===== src/shared/cpr_defs.vh =====
`ifndef CPR_DEFS_VH
`define CPR_DEFS_VH

// ****************************************
// pin synchroniser layout
// ****************************************
`define CPR_PIN_W     22
`define CPR_P_CK      0
`define CPR_P_CS_N    1
`define CPR_P_RAS_N   2
`define CPR_P_CAS_N   3
`define CPR_P_WE_N    4
`define CPR_P_BA_LO   5
`define CPR_P_BA_HI   7
`define CPR_P_A_LO    8
`define CPR_P_A_HI    21
`define CPR_A_W       14

// ****************************************
// mode register select on bank address
// ****************************************
`define CPR_MR0       3'h0
`define CPR_MR1       3'h1
`define CPR_MR2       3'h2
`define CPR_MR_RDO    3'h3

// ****************************************
// mode register field positions
// ****************************************
`define CPR_MR0_BL_LO 0
`define CPR_MR0_BL_HI 1
`define CPR_MR0_CL_LO 4
`define CPR_MR0_CL_HI 6
`define CPR_MR1_AL_LO 3
`define CPR_MR1_AL_HI 4
`define CPR_MR1_WLVL  7
`define CPR_MR2_RTT_LO 9
`define CPR_MR2_RTT_HI 10
`define CPR_RDO_LOC_LO 0
`define CPR_RDO_LOC_HI 1
`define CPR_RDO_EN    2
`define CPR_A_BC_N    12

// ****************************************
// encodings and reset values
// ****************************************
`define CPR_BL_FIX8   2'h0
`define CPR_BL_OTF    2'h1
`define CPR_BL_FIX4   2'h2
`define CPR_AL_CLM1   2'h1
`define CPR_AL_CLM2   2'h2
`define CPR_CL_BASE   5'h04
`define CPR_LOC_PAT   2'h0
`define CPR_PATTERN   8'haa
`define CPR_RST_CL    3'h1

// ****************************************
// read latency pipeline
// ****************************************
`define CPR_SCHED_D   32
`define CPR_BEATS8    4'h7
`define CPR_BEATS4    4'h3
`define CPR_NIB_HI    3'h4

`endif


===== src/cpr_core.v =====
// How it works
// - dynamic write termination comes from MR2 A10:A9 without further MRS.
// - write leveling active forces dynamic termination off, nominal only.
// - readout mode register write with A2 high enters readout; A2 low leaves it.
// - in readout mode READ/READA come from the pattern register.
// - active-low reset acts even during readout mode.
// - with A2 low, location bits ignored; accesses go to array.
// - location 00 gives 0,1,0,1...; other locations reserved.
// - by-8: bit on DQ0, copied onto DQ7..DQ1.
// - by-16: both lanes bit 0 carry it, bits 7..1 copy it.
// - eight-beat bursts run in fixed order 0..7.
// - chopped bursts give bits 0..3 for A2=0, 4..7 for A2=1.
// - on-the-fly mode uses A12 to pick chop-4 or eight beats.
// - column A9..A3, A10, A11 and bank bits are ignored.
// - readout reads keep ordinary read latency and output timing.
// - burst bit 0 is the location LSB, bit 7 its MSB.
// - readout register may be read any number of times.
// - burst starts read latency AL plus CL after the command.
`timescale 1ns/10ps
`default_nettype none
`include "cpr_defs.vh"

module cpr_core
(
  // clock, reset, enable
  input  wire        i_mclk,
  input  wire        i_arst_n,
  input  wire        i_ce,
  // command and address pins
  input  wire        i_ck,
  input  wire        i_cs_n,
  input  wire        i_ras_n,
  input  wire        i_cas_n,
  input  wire        i_we_n,
  input  wire [2:0]  i_ba,
  input  wire [13:0] i_addr,
  // data pins, drive side
  output reg  [15:0] o_dq,
  output reg         o_dq_oe,
  output reg         o_dqs,
  output reg         o_dqs_n,
  output reg         o_dqs_oe,
  // mode state and array access strobes toward the rest of the device
  output reg         o_readout_mode,
  output reg  [1:0]  o_rtt_wr,
  output reg         o_dyn_odt_en,
  output reg         o_array_rd,
  output reg         o_array_wr
);

  // ****************************************
  // pin synchroniser
  // ****************************************
  wire [`CPR_PIN_W-1:0] pins_w;
  reg  [`CPR_PIN_W-1:0] s1_reg;
  reg  [`CPR_PIN_W-1:0] s2_reg;
  reg  [`CPR_PIN_W-1:0] s3_reg;
  reg  [`CPR_PIN_W-1:0] pf_reg;
  wire [`CPR_PIN_W-1:0] pf_next;
  reg                   ck_d_reg;

  assign pins_w = {i_addr, i_ba, i_we_n, i_cas_n,
                   i_ras_n, i_cs_n, i_ck};

  // a bit moves only when stages two and three agree
  assign pf_next = (s2_reg & s3_reg) |
                   (pf_reg & (s2_reg ^ s3_reg));

  always @(posedge i_mclk or negedge i_arst_n)
  if (!i_arst_n)
  begin
    s1_reg   <= {`CPR_PIN_W{1'b0}};
    s2_reg   <= {`CPR_PIN_W{1'b0}};
    s3_reg   <= {`CPR_PIN_W{1'b0}};
    pf_reg   <= {`CPR_PIN_W{1'b0}};
    ck_d_reg <= 1'b0;
  end
  else if (i_ce)
  begin
    s1_reg   <= pins_w;
    s2_reg   <= s1_reg;
    s3_reg   <= s2_reg;
    pf_reg   <= pf_next;
    ck_d_reg <= pf_reg[`CPR_P_CK];
  end

  // ****************************************
  // command decode on ck rising edge
  // ****************************************
  wire        ck_rise;
  wire        ck_fall;
  wire        cmd_v;
  wire        is_mrs;
  wire        is_rd;
  wire        is_wr;
  wire [2:0]  ba_w;
  wire [13:0] a_w;

  // pins share the ck delay, so they line up at its edge
  assign ck_rise = pf_reg[`CPR_P_CK] & ~ck_d_reg;
  assign ck_fall = ~pf_reg[`CPR_P_CK] & ck_d_reg;
  assign ba_w    = pf_reg[`CPR_P_BA_HI:`CPR_P_BA_LO];
  assign a_w     = pf_reg[`CPR_P_A_HI:`CPR_P_A_LO];
  assign cmd_v   = ck_rise & ~pf_reg[`CPR_P_CS_N];
  assign is_mrs  = cmd_v & ~pf_reg[`CPR_P_RAS_N] &
                   ~pf_reg[`CPR_P_CAS_N] & ~pf_reg[`CPR_P_WE_N];
  assign is_rd   = cmd_v & pf_reg[`CPR_P_RAS_N] &
                   ~pf_reg[`CPR_P_CAS_N] & pf_reg[`CPR_P_WE_N];
  assign is_wr   = cmd_v & pf_reg[`CPR_P_RAS_N] &
                   ~pf_reg[`CPR_P_CAS_N] & ~pf_reg[`CPR_P_WE_N];

  // ****************************************
  // mode registers, loaded by MRS
  // ****************************************
  reg [1:0] bl_reg;
  reg [2:0] cl_reg;
  reg [1:0] al_reg;
  reg       wlvl_reg;
  reg [1:0] rtt_reg;
  reg       mode_en_reg;
  reg [1:0] loc_reg;

  always @(posedge i_mclk or negedge i_arst_n)
  if (!i_arst_n)
  begin
    bl_reg      <= `CPR_BL_FIX8;
    cl_reg      <= `CPR_RST_CL;
    al_reg      <= 2'h0;
    wlvl_reg    <= 1'b0;
    rtt_reg     <= 2'h0;
    mode_en_reg <= 1'b0;
    loc_reg     <= `CPR_LOC_PAT;
  end
  else if (i_ce && is_mrs)
  begin
    if (ba_w == `CPR_MR0)
    begin
      bl_reg <= a_w[`CPR_MR0_BL_HI:`CPR_MR0_BL_LO];
      cl_reg <= a_w[`CPR_MR0_CL_HI:`CPR_MR0_CL_LO];
    end
    else if (ba_w == `CPR_MR1)
    begin
      al_reg   <= a_w[`CPR_MR1_AL_HI:`CPR_MR1_AL_LO];
      wlvl_reg <= a_w[`CPR_MR1_WLVL];
    end
    else if (ba_w == `CPR_MR2)
      rtt_reg <= a_w[`CPR_MR2_RTT_HI:`CPR_MR2_RTT_LO];
    else if (ba_w == `CPR_MR_RDO)
    begin
      mode_en_reg <= a_w[`CPR_RDO_EN];
      loc_reg     <= a_w[`CPR_RDO_LOC_HI:`CPR_RDO_LOC_LO];
    end
  end

  // ****************************************
  // read latency and burst length
  // ****************************************
  wire [4:0] cl_w;
  reg  [4:0] al_w;
  wire [4:0] rl_w;
  wire       bc4_w;

  assign cl_w = {2'h0, cl_reg} + `CPR_CL_BASE;

  // additive latency picks off CL, reserved code gives zero
  always @*
  begin
    if (al_reg == `CPR_AL_CLM1)
      al_w = cl_w - 5'h01;
    else if (al_reg == `CPR_AL_CLM2)
      al_w = cl_w - 5'h02;
    else
      al_w = 5'h00;
  end

  assign rl_w = cl_w + al_w;

  // A12 only matters with on-the-fly mode set
  assign bc4_w = (bl_reg == `CPR_BL_FIX4) |
                 ((bl_reg == `CPR_BL_OTF) &
                  ~a_w[`CPR_A_BC_N]);

  // ****************************************
  // pending readout reads, one slot per ck
  // ****************************************
  reg  [`CPR_SCHED_D-1:0] sv_reg;
  reg  [`CPR_SCHED_D-1:0] sb_reg;
  reg  [`CPR_SCHED_D-1:0] sa_reg;
  wire [`CPR_SCHED_D-1:0] slot_w;
  wire                    pat_rd;

  // only readout-mode reads are timed here; no limit on how many
  assign pat_rd = is_rd & mode_en_reg;
  assign slot_w = {{(`CPR_SCHED_D-1){1'b0}}, 1'b1}
                  << (rl_w - 5'h01);

  // slot rl-1 drains to slot 0 at the rl-th edge
  always @(posedge i_mclk or negedge i_arst_n)
  if (!i_arst_n)
  begin
    sv_reg <= {`CPR_SCHED_D{1'b0}};
    sb_reg <= {`CPR_SCHED_D{1'b0}};
    sa_reg <= {`CPR_SCHED_D{1'b0}};
  end
  else if (i_ce && ck_rise)
  begin
    sv_reg <= (sv_reg >> 1) |
              (pat_rd ? slot_w : {`CPR_SCHED_D{1'b0}});
    sb_reg <= (sb_reg >> 1) |
              (pat_rd & bc4_w ? slot_w : {`CPR_SCHED_D{1'b0}});
    // A2 is the only column bit used; the rest are ignored
    sa_reg <= (sa_reg >> 1) |
              (pat_rd & bc4_w & a_w[2] ? slot_w
               : {`CPR_SCHED_D{1'b0}});
  end

  // ****************************************
  // burst engine, one beat per ck edge
  // ****************************************
  reg  [3:0] bcnt_reg;
  reg  [2:0] bidx_reg;
  wire [7:0] pat_w;
  wire [2:0] sidx_w;

  // reserved locations read back as zero
  assign pat_w  = (loc_reg == `CPR_LOC_PAT) ?
                  `CPR_PATTERN : 8'h00;
  assign sidx_w = sa_reg[0] ? `CPR_NIB_HI : 3'h0;

  always @(posedge i_mclk or negedge i_arst_n)
  if (!i_arst_n)
  begin
    bcnt_reg <= 4'h0;
    bidx_reg <= 3'h0;
    o_dq     <= 16'h0000;
    o_dq_oe  <= 1'b0;
    o_dqs    <= 1'b0;
    o_dqs_n  <= 1'b1;
    o_dqs_oe <= 1'b0;
  end
  else if (i_ce)
  begin
    if (ck_rise && sv_reg[0])
    begin
      // new burst also cuts in seamlessly after the last
      o_dq     <= {16{pat_w[sidx_w]}};
      bidx_reg <= sidx_w + 3'h1;
      bcnt_reg <= sb_reg[0] ? `CPR_BEATS4 : `CPR_BEATS8;
      o_dq_oe  <= 1'b1;
      o_dqs    <= 1'b1;
      o_dqs_n  <= 1'b0;
      o_dqs_oe <= 1'b1;
    end
    else if ((ck_rise || ck_fall) && bcnt_reg != 4'h0)
    begin
      // strobe high on rising beats, low on falling
      o_dq     <= {16{pat_w[bidx_reg]}};
      bidx_reg <= bidx_reg + 3'h1;
      bcnt_reg <= bcnt_reg - 4'h1;
      o_dqs    <= ck_rise;
      o_dqs_n  <= ~ck_rise;
    end
    else if (ck_rise && sv_reg[1])
    begin
      // preamble: strobe driven low one ck ahead
      o_dq_oe  <= 1'b0;
      o_dqs    <= 1'b0;
      o_dqs_n  <= 1'b1;
      o_dqs_oe <= 1'b1;
    end
    else if (ck_rise)
    begin
      o_dq_oe  <= 1'b0;
      o_dqs    <= 1'b0;
      o_dqs_n  <= 1'b1;
      o_dqs_oe <= 1'b0;
    end
  end

  // ****************************************
  // mode outputs and array access strobes
  // ****************************************
  always @(posedge i_mclk or negedge i_arst_n)
  if (!i_arst_n)
  begin
    o_readout_mode <= 1'b0;
    o_rtt_wr       <= 2'h0;
    o_dyn_odt_en   <= 1'b0;
    o_array_rd     <= 1'b0;
    o_array_wr     <= 1'b0;
  end
  else if (i_ce)
  begin
    o_readout_mode <= mode_en_reg;
    // leveling keeps nominal termination only
    o_rtt_wr       <= wlvl_reg ? 2'h0 : rtt_reg;
    o_dyn_odt_en   <= ~wlvl_reg & (rtt_reg != 2'h0);
    // readout mode off sends every access to the array
    o_array_rd     <= is_rd & ~mode_en_reg;
    o_array_wr     <= is_wr & ~mode_en_reg;
  end

endmodule // cpr_core

`default_nettype wire


===== config.mk =====
export PLATFORM = sky130hd
export DESIGN_NAME = cpr_core
export DESIGN_NICKNAME = d
export VERILOG_FILES = /design/src/cpr_core.v
export VERILOG_INCLUDE_DIRS = /design/src /design/src/shared
export SDC_FILE = /design/constraint.sdc
export NUM_CORES = 1
export LEC_CHECK = 0
export ABC_AREA = 0
export BUFFER_PORTS_ARGS = -buffer_cell sky130_fd_sc_hd__buf_4
export CAP_MARGIN = 10
export CORE_MARGIN = 2
export CORE_UTILIZATION = 28
export DETAILED_ROUTE_END_ITERATION = 8
export RECOVER_POWER = 50
export SYNTH_ARGS = -nofsm -noshare
export SYNTH_HDL_FRONTEND = slang
export SYNTH_SLANG_ARGS = --single-unit

===== constraint.sdc =====
create_clock -name i_mclk -period 10.2 [get_ports i_mclk]
set_clock_uncertainty 0.15 [all_clocks]
set_input_delay 1.53 -clock i_mclk [delete_from_list [all_inputs] [get_ports i_mclk]]
set_output_delay 1.53 -clock i_mclk [all_outputs]
set_load 0.01 [all_outputs]

==> Yosys cells after proc, flatten, opt, wreduce, memory -nomap -nowiden <==
Cells that the tools add are included.
{ "totals": {"register_bits": 231, "in_bits": 25, "output_inout_bits": 26, "elab_cells": 136} }
{ "classes": {"addsub": 8, "n_lt_le_gt_ge": 2, "n_eq_ne": 8, "shifts": 1, "mux": 32, "bitwise": 38, "n_reduce_logical": 20} }
{ "ops": {"columns": ["op", "count"], "rows": [
  ["2-to-1 mux 32 bit", 3],
  ["bitwise OR 31 x 32 -> 32 bit", 3],
  ["AND 22 bit", 2],
  ["2-to-1 mux 16 bit", 2],
  ["<< shifter 1 x 5 -> 32 bit (first input constant)", 1],
  ["bitwise OR 22 bit", 1],
  ["bitwise XOR 22 bit", 1],
  ["AND 1 bit", 17],
  ["2-to-1 mux 1 bit", 15],
  ["NOT 1 bit", 13],
  ["2-to-1 mux 3 bit", 4],
  ["2-to-1 mux 5 bit", 2],
  ["less-than comparator 3 x 4 -> 1 bit (second input constant)", 2],
  ["2-to-1 mux 4 bit", 2],
  ["2-to-1 mux 8 bit", 1],
  ["nonzero test 4 bit", 2],
  ["adder 3 x 1 -> 3 bit (second input constant)", 2],
  ["binary-select mux 1 bit (select 3 bit)", 2],
  ["equality test 3 x 2 -> 1 bit (second input constant)", 2],
  ["AND reduction 2 bit", 3],
  ["AND reduction 3 bit", 2],
  ["adder 4 x 5 -> 5 bit", 1],
  ["logical AND 1 bit", 5],
  ["AND reduction 5 bit", 1],
  ["17 further kinds", 20]
]} }

==> Longest topological paths before layout <==
{ "depth": {"ltp_word": 11, "ltp_mapped": 15} }

==> Worst setup path before layout <==
OpenSTA, ideal clock, no wires.
{ "synth_path": {"path_kind": "register to register", "start": "reg cl_reg[0]", "end": "reg sb_reg[1]", "setup_ns": 0.142, "arrival_time_ns": 2.972, "required_time_ns": 9.908, "setup_slack_ns": 6.935, "path_stages_with_launch": 13, "period_less_slack_ns": 3.265, "cell_sequence": "dfstp_2 > inv_1 > ha_1 > nor2_1 > a21oi_1 > ha_1 > inv_1 > ha_1 > fa_1 > xor2_1 > nor2_1 > mux2i_1 > o22ai_1"} }
{ "synth_between": {"elab_chain_cells": 9, "word_cells_on_any_way": 10} }
{ "synth_lines": {"columns": ["item", "line", "source"], "rows": [
  ["start, declared", "cpr_core.v:116", "reg [2:0] cl_reg;"],
  ["start signal, assigned", "cpr_core.v:127", "cl_reg <= `CPR_RST_CL;"],
  ["start signal, assigned", "cpr_core.v:139", "cl_reg <= a_w[`CPR_MR0_CL_HI:`CPR_MR0_CL_LO];"],
  ["adder 3 x 3 -> 4 bit (no line) *", null, null],
  ["subtractor 4 x 2 -> 5 bit", "cpr_core.v:171", "al_w = cl_w - 5'h02;"],
  ["2-to-1 mux 5 bit", "cpr_core.v:170", "else if (al_reg == `CPR_AL_CLM2)"],
  ["2-to-1 mux 5 bit", "cpr_core.v:168", "if (al_reg == `CPR_AL_CLM1)"],
  ["adder 4 x 5 -> 5 bit *", "cpr_core.v:176", "assign rl_w = cl_w + al_w;"],
  ["subtractor 5 x 1 -> 5 bit *", "cpr_core.v:195", "<< (rl_w - 5'h01);"],
  ["<< shifter 1 x 5 -> 32 bit *", "cpr_core.v:194", "assign slot_w = {{(`CPR_SCHED_D-1){1'b0}}, 1'b1}"],
  ["2-to-1 mux 32 bit *", "cpr_core.v:210", "(pat_rd & bc4_w ? slot_w : {`CPR_SCHED_D{1'b0}});"],
  ["bitwise OR 31 x 32 -> 32 bit *", "cpr_core.v:209", "sb_reg <= (sb_reg >> 1) |"],
  ["end signal, assigned", "cpr_core.v:202", "sb_reg <= {`CPR_SCHED_D{1'b0}};"],
  ["end signal, assigned", "cpr_core.v:209", null],
  ["end, declared", "cpr_core.v:187", "reg [`CPR_SCHED_D-1:0] sb_reg;"]
]} }
Every way passes the cells marked *; elsewhere a longest branch is shown, timed or not.
A chain may end at the register's enable or synchronous reset.

==> Worst setup path in the final report <==
{ "layout_path": {"start": "in i_ce", "end": "reg sb_reg[25]"} }
{ "layout_between": {"elab_chain_cells": 1} }
{ "layout_lines": {"columns": ["item", "line", "source"], "rows": [
  ["start, declared", "cpr_core.v:28", "input wire i_ce,"],
  ["logical AND 1 bit", "cpr_core.v:205", "else if (i_ce && ck_rise)"]
]} }
No other way between the ends.

==> impl_metrics.yaml <==
outcome:
  outcome: "finished with violations"
  violations: "capacitance limit, slew limit"
cts:
  root_buffer: "clkbuf_16"
  postCtsHoldBufs: 0
  post_cts_buffers: 0
  cts-buffers-inserted: 17
  h-tree-depth: 4
  clkLatencyLatePin_ns: 0.43
  clockBufferDepth: 2
  clk_pin_slew_worst_paths_ns: 0.07
  cts_tree: "done"
  clock-sinks: 170
  cts.repair.resized: 0
pwr:
  pwr-share-clk: 0.261
  power.switching_w: 0.000915
  pwr-share-seq: 0.410
  p_int_w: 0.00162
  swShare: 0.361
  p_leak_nw: 3.90
  ir_drop_mv: 0.162
  p_comb_frac: 0.330
  p_per_area_nw_per_um2: 282
global_routing:
  grt_first_pass_wirelength_microns: 26100
  antenna_found_initial: 0
  overflow: 0
  grt_pass1_vias: 4915
  grt_start_max_net_pins: 74
  grt.total_usage: 0.112
cells_and_area:
  fillers: 2820
  nNetsFinal: 757
  drive_above_1_share: 0.218
  diodes: 0
  syn2layout_area_growth_pct: 14.6
synth:
  async_flop_share: 1.00
  avgSynthCellArea_sq_um: 11.5
  yosys_warnings: 0
  synth_area_sq_um: 7840
  synth_edf_count: 0
  yosys_most_used_dff: "dfrtp_1"
  synthDistinctLibCells: 42
  netlist_instances: 684
  seq_area_frac_synth: 0.543
  synth_seq_cells: 170
  synthesis.nets: 742
sta:
  setup_violations: 0
  slew_headroom: -1.29
  rsz0062_at_grt: "false"
  worst_pin_slew_ns: 3.43
  post-route-min-period_ns: 6.02
  hold_viol: 0
  drv_slew: 276
  fin_crit_sh: 0.591
  setup-tns-final_ns: 0
  fin_ws_ns: 4.18
  fmax_ghz: 0.166
drt:
  drtIter0Drc: 324
  drc_errors: 0
  ant_nets: 0
  wl_per_cell_microns: 14.1
  vias: 5004
  postRouteWirelength_microns: 15400
  via_per_inst: 4.59
  drt_pass1_iterations: 6
place:
  post-dp-hpwl_microns: 9600
  gp_congestion: 0.726
  portBuffers: 47
  preCtsSetupSlack_ns: 6.15
hold_path:
  hold_path.class: "register to register"
critical_path:
  critPathArrivalTime_ns: 6.21
  crit_type: "primary input to register"
  cp.required_ns: 10.39
  cp-start-kind: "primary input"
  end_kind: "register"
  cp_max_fo: 67
floorplan:
  fp.dieH_microns: 171
  die_w_microns: 171
  core-area_sq_um: 27700
  initial_core_util: 0.283
  die_area_sq_um: 29400
  ios: 51
  std_cell_rows: 61
job:
  maxCapViolCount: 5
cells by family after synthesis:
logic type / share of synthesized area
compound gates: 0.0924
xor+xnor: 0.00894
fa+ha+maj: 0.0536
buf+inv: 0.0450
flops: 0.543
mux: 0.142
simple gates: 0.115
through the flow:
step                      cells   util  total power (W)  instance area (sq um)  hold slack (ns)
after floorplan             684      -          0.00165                   7840            0.300
after global placement     1058  0.305          0.00188                   8440            0.304
after detailed placement   1058  0.305          0.00189                   8440            0.300
after CTS                  1090  0.326          0.00256                   9040            0.310
after global routing       1090  0.324          0.00271                   8980            0.331
final                      1090  0.324          0.00253                   8980            0.305
power groups by stage:
stage | Sequential, W | Clock (W) | Combinational, W
6_report | 0.00104 | 0.000660 | 0.000835
5_1_grt | 0.00107 | 0.000705 | 0.000936
4_1_cts | 0.00104 | 0.000677 | 0.000847
3_5_place_dp | 0.00105 | 0 | 0.000843
3_3_place_gp | 0.00104 | 0 | 0.000833
2_1_floorplan | 0.00101 | 0 | 0.000640
worst paths after layout:
kind,from,endpoint,slack (ns),depth (start not counted)
worst min register to register,o_dqs_n,o_dqs_n,0.31,2
worst max register to register,pf_reg[0],sb_reg[31],5.60,6
min in group asynchronous,i_arst_n,sv_reg[12],1.75,1
worst min-delay path,o_dqs_n,o_dqs_n,0.31,2
worst max-delay path,i_ce,sb_reg[25],4.18,6
max in group asynchronous,i_arst_n,cl_reg[1],5.52,3
placed cells by master, fill, tap and decap left out, types with 3 or more instances in the layout:
master and count:
and2_1 3, a21oi_1 7, o22ai_1 41, nand3b_1 7
nor2b_1 3, inv_1 19, nor2_1 97, nor4_1 3
nand2_1 20, o31ai_1 15, nand3_1 8, mux2_2 74
o21ai_0 15, xnor2_1 6, a22o_1 20, dfrtp_1 168
clkinv_4 3, clkbuf_16 17, nand2b_1 26, buf_4 39
clkbuf_1 15, ha_1 32, nor3_1 6, mux2i_1 28
o41ai_1 3, inv_6 3, or2_2 4
layout make-up:
| cell class | count | area [sq um] | area share |
|---|---|---|---|
| clock inverter | 14 | 160 | 0.0178 |
| multi-input combinational | 437 | 3230 | 0.360 |
| sequential | 170 | 4260 | 0.474 |
| inverter | 19 | 71.3 | 0.00794 |
| timing repair buffer | 54 | 349 | 0.0389 |
| clock buffer | 18 | 439 | 0.0489 |
| tap | 378 | 473 | 0.0527 |
worst max-delay path: stages:
cell      delay [ns]
clkbuf_1        1.58
nand2_2         0.03
clkbuf_1        1.28
a2111o_1        1.09
or3_4           0.46
o22ai_1         0.17
routing by layer:
layer  global-route usage  vias to the layer above  routed length, microns
met4               0.0387                        0                     176
met1                0.158                     2486                    7390
met5                    0                        -                       0
met2                0.173                       86                    7210
li1                     -                     2417                       -
met3               0.0209                       15                     582
cells in the mapped netlist, types with 2 or more instances:
cell | number | share of area
nor3b_2 | 2 | 0.0032
o31ai_1 | 15 | 0.014
xor2_1 | 2 | 0.0022
nand3_1 | 8 | 0.0051
o22ai_1 | 41 | 0.033
dfstp_2 | 2 | 0.0067
buf_1 | 7 | 0.0034
dfrtp_1 | 168 | 0.54
xnor2_1 | 6 | 0.0067
and2_1 | 4 | 0.0032
nor2b_1 | 3 | 0.0024
buf_4 | 15 | 0.014
a22o_1 | 20 | 0.022
nor4_1 | 3 | 0.0024
nor2_1 | 97 | 0.046
mux2_2 | 74 | 0.11
nor3_1 | 6 | 0.0038
o21ai_0 | 14 | 0.0089
buf_2 | 6 | 0.0038
o41ai_1 | 3 | 0.0034
nand2b_1 | 26 | 0.021
clkbuf_1 | 30 | 0.014
ha_1 | 32 | 0.051
inv_1 | 19 | 0.0091
nand2_1 | 21 | 0.010
or2_2 | 4 | 0.0032
nand4bb_1 | 2 | 0.0029
nand3b_1 | 7 | 0.0067
a21oi_1 | 7 | 0.0045
mux2i_1 | 28 | 0.036
Power figures use the tool's default switching activity.
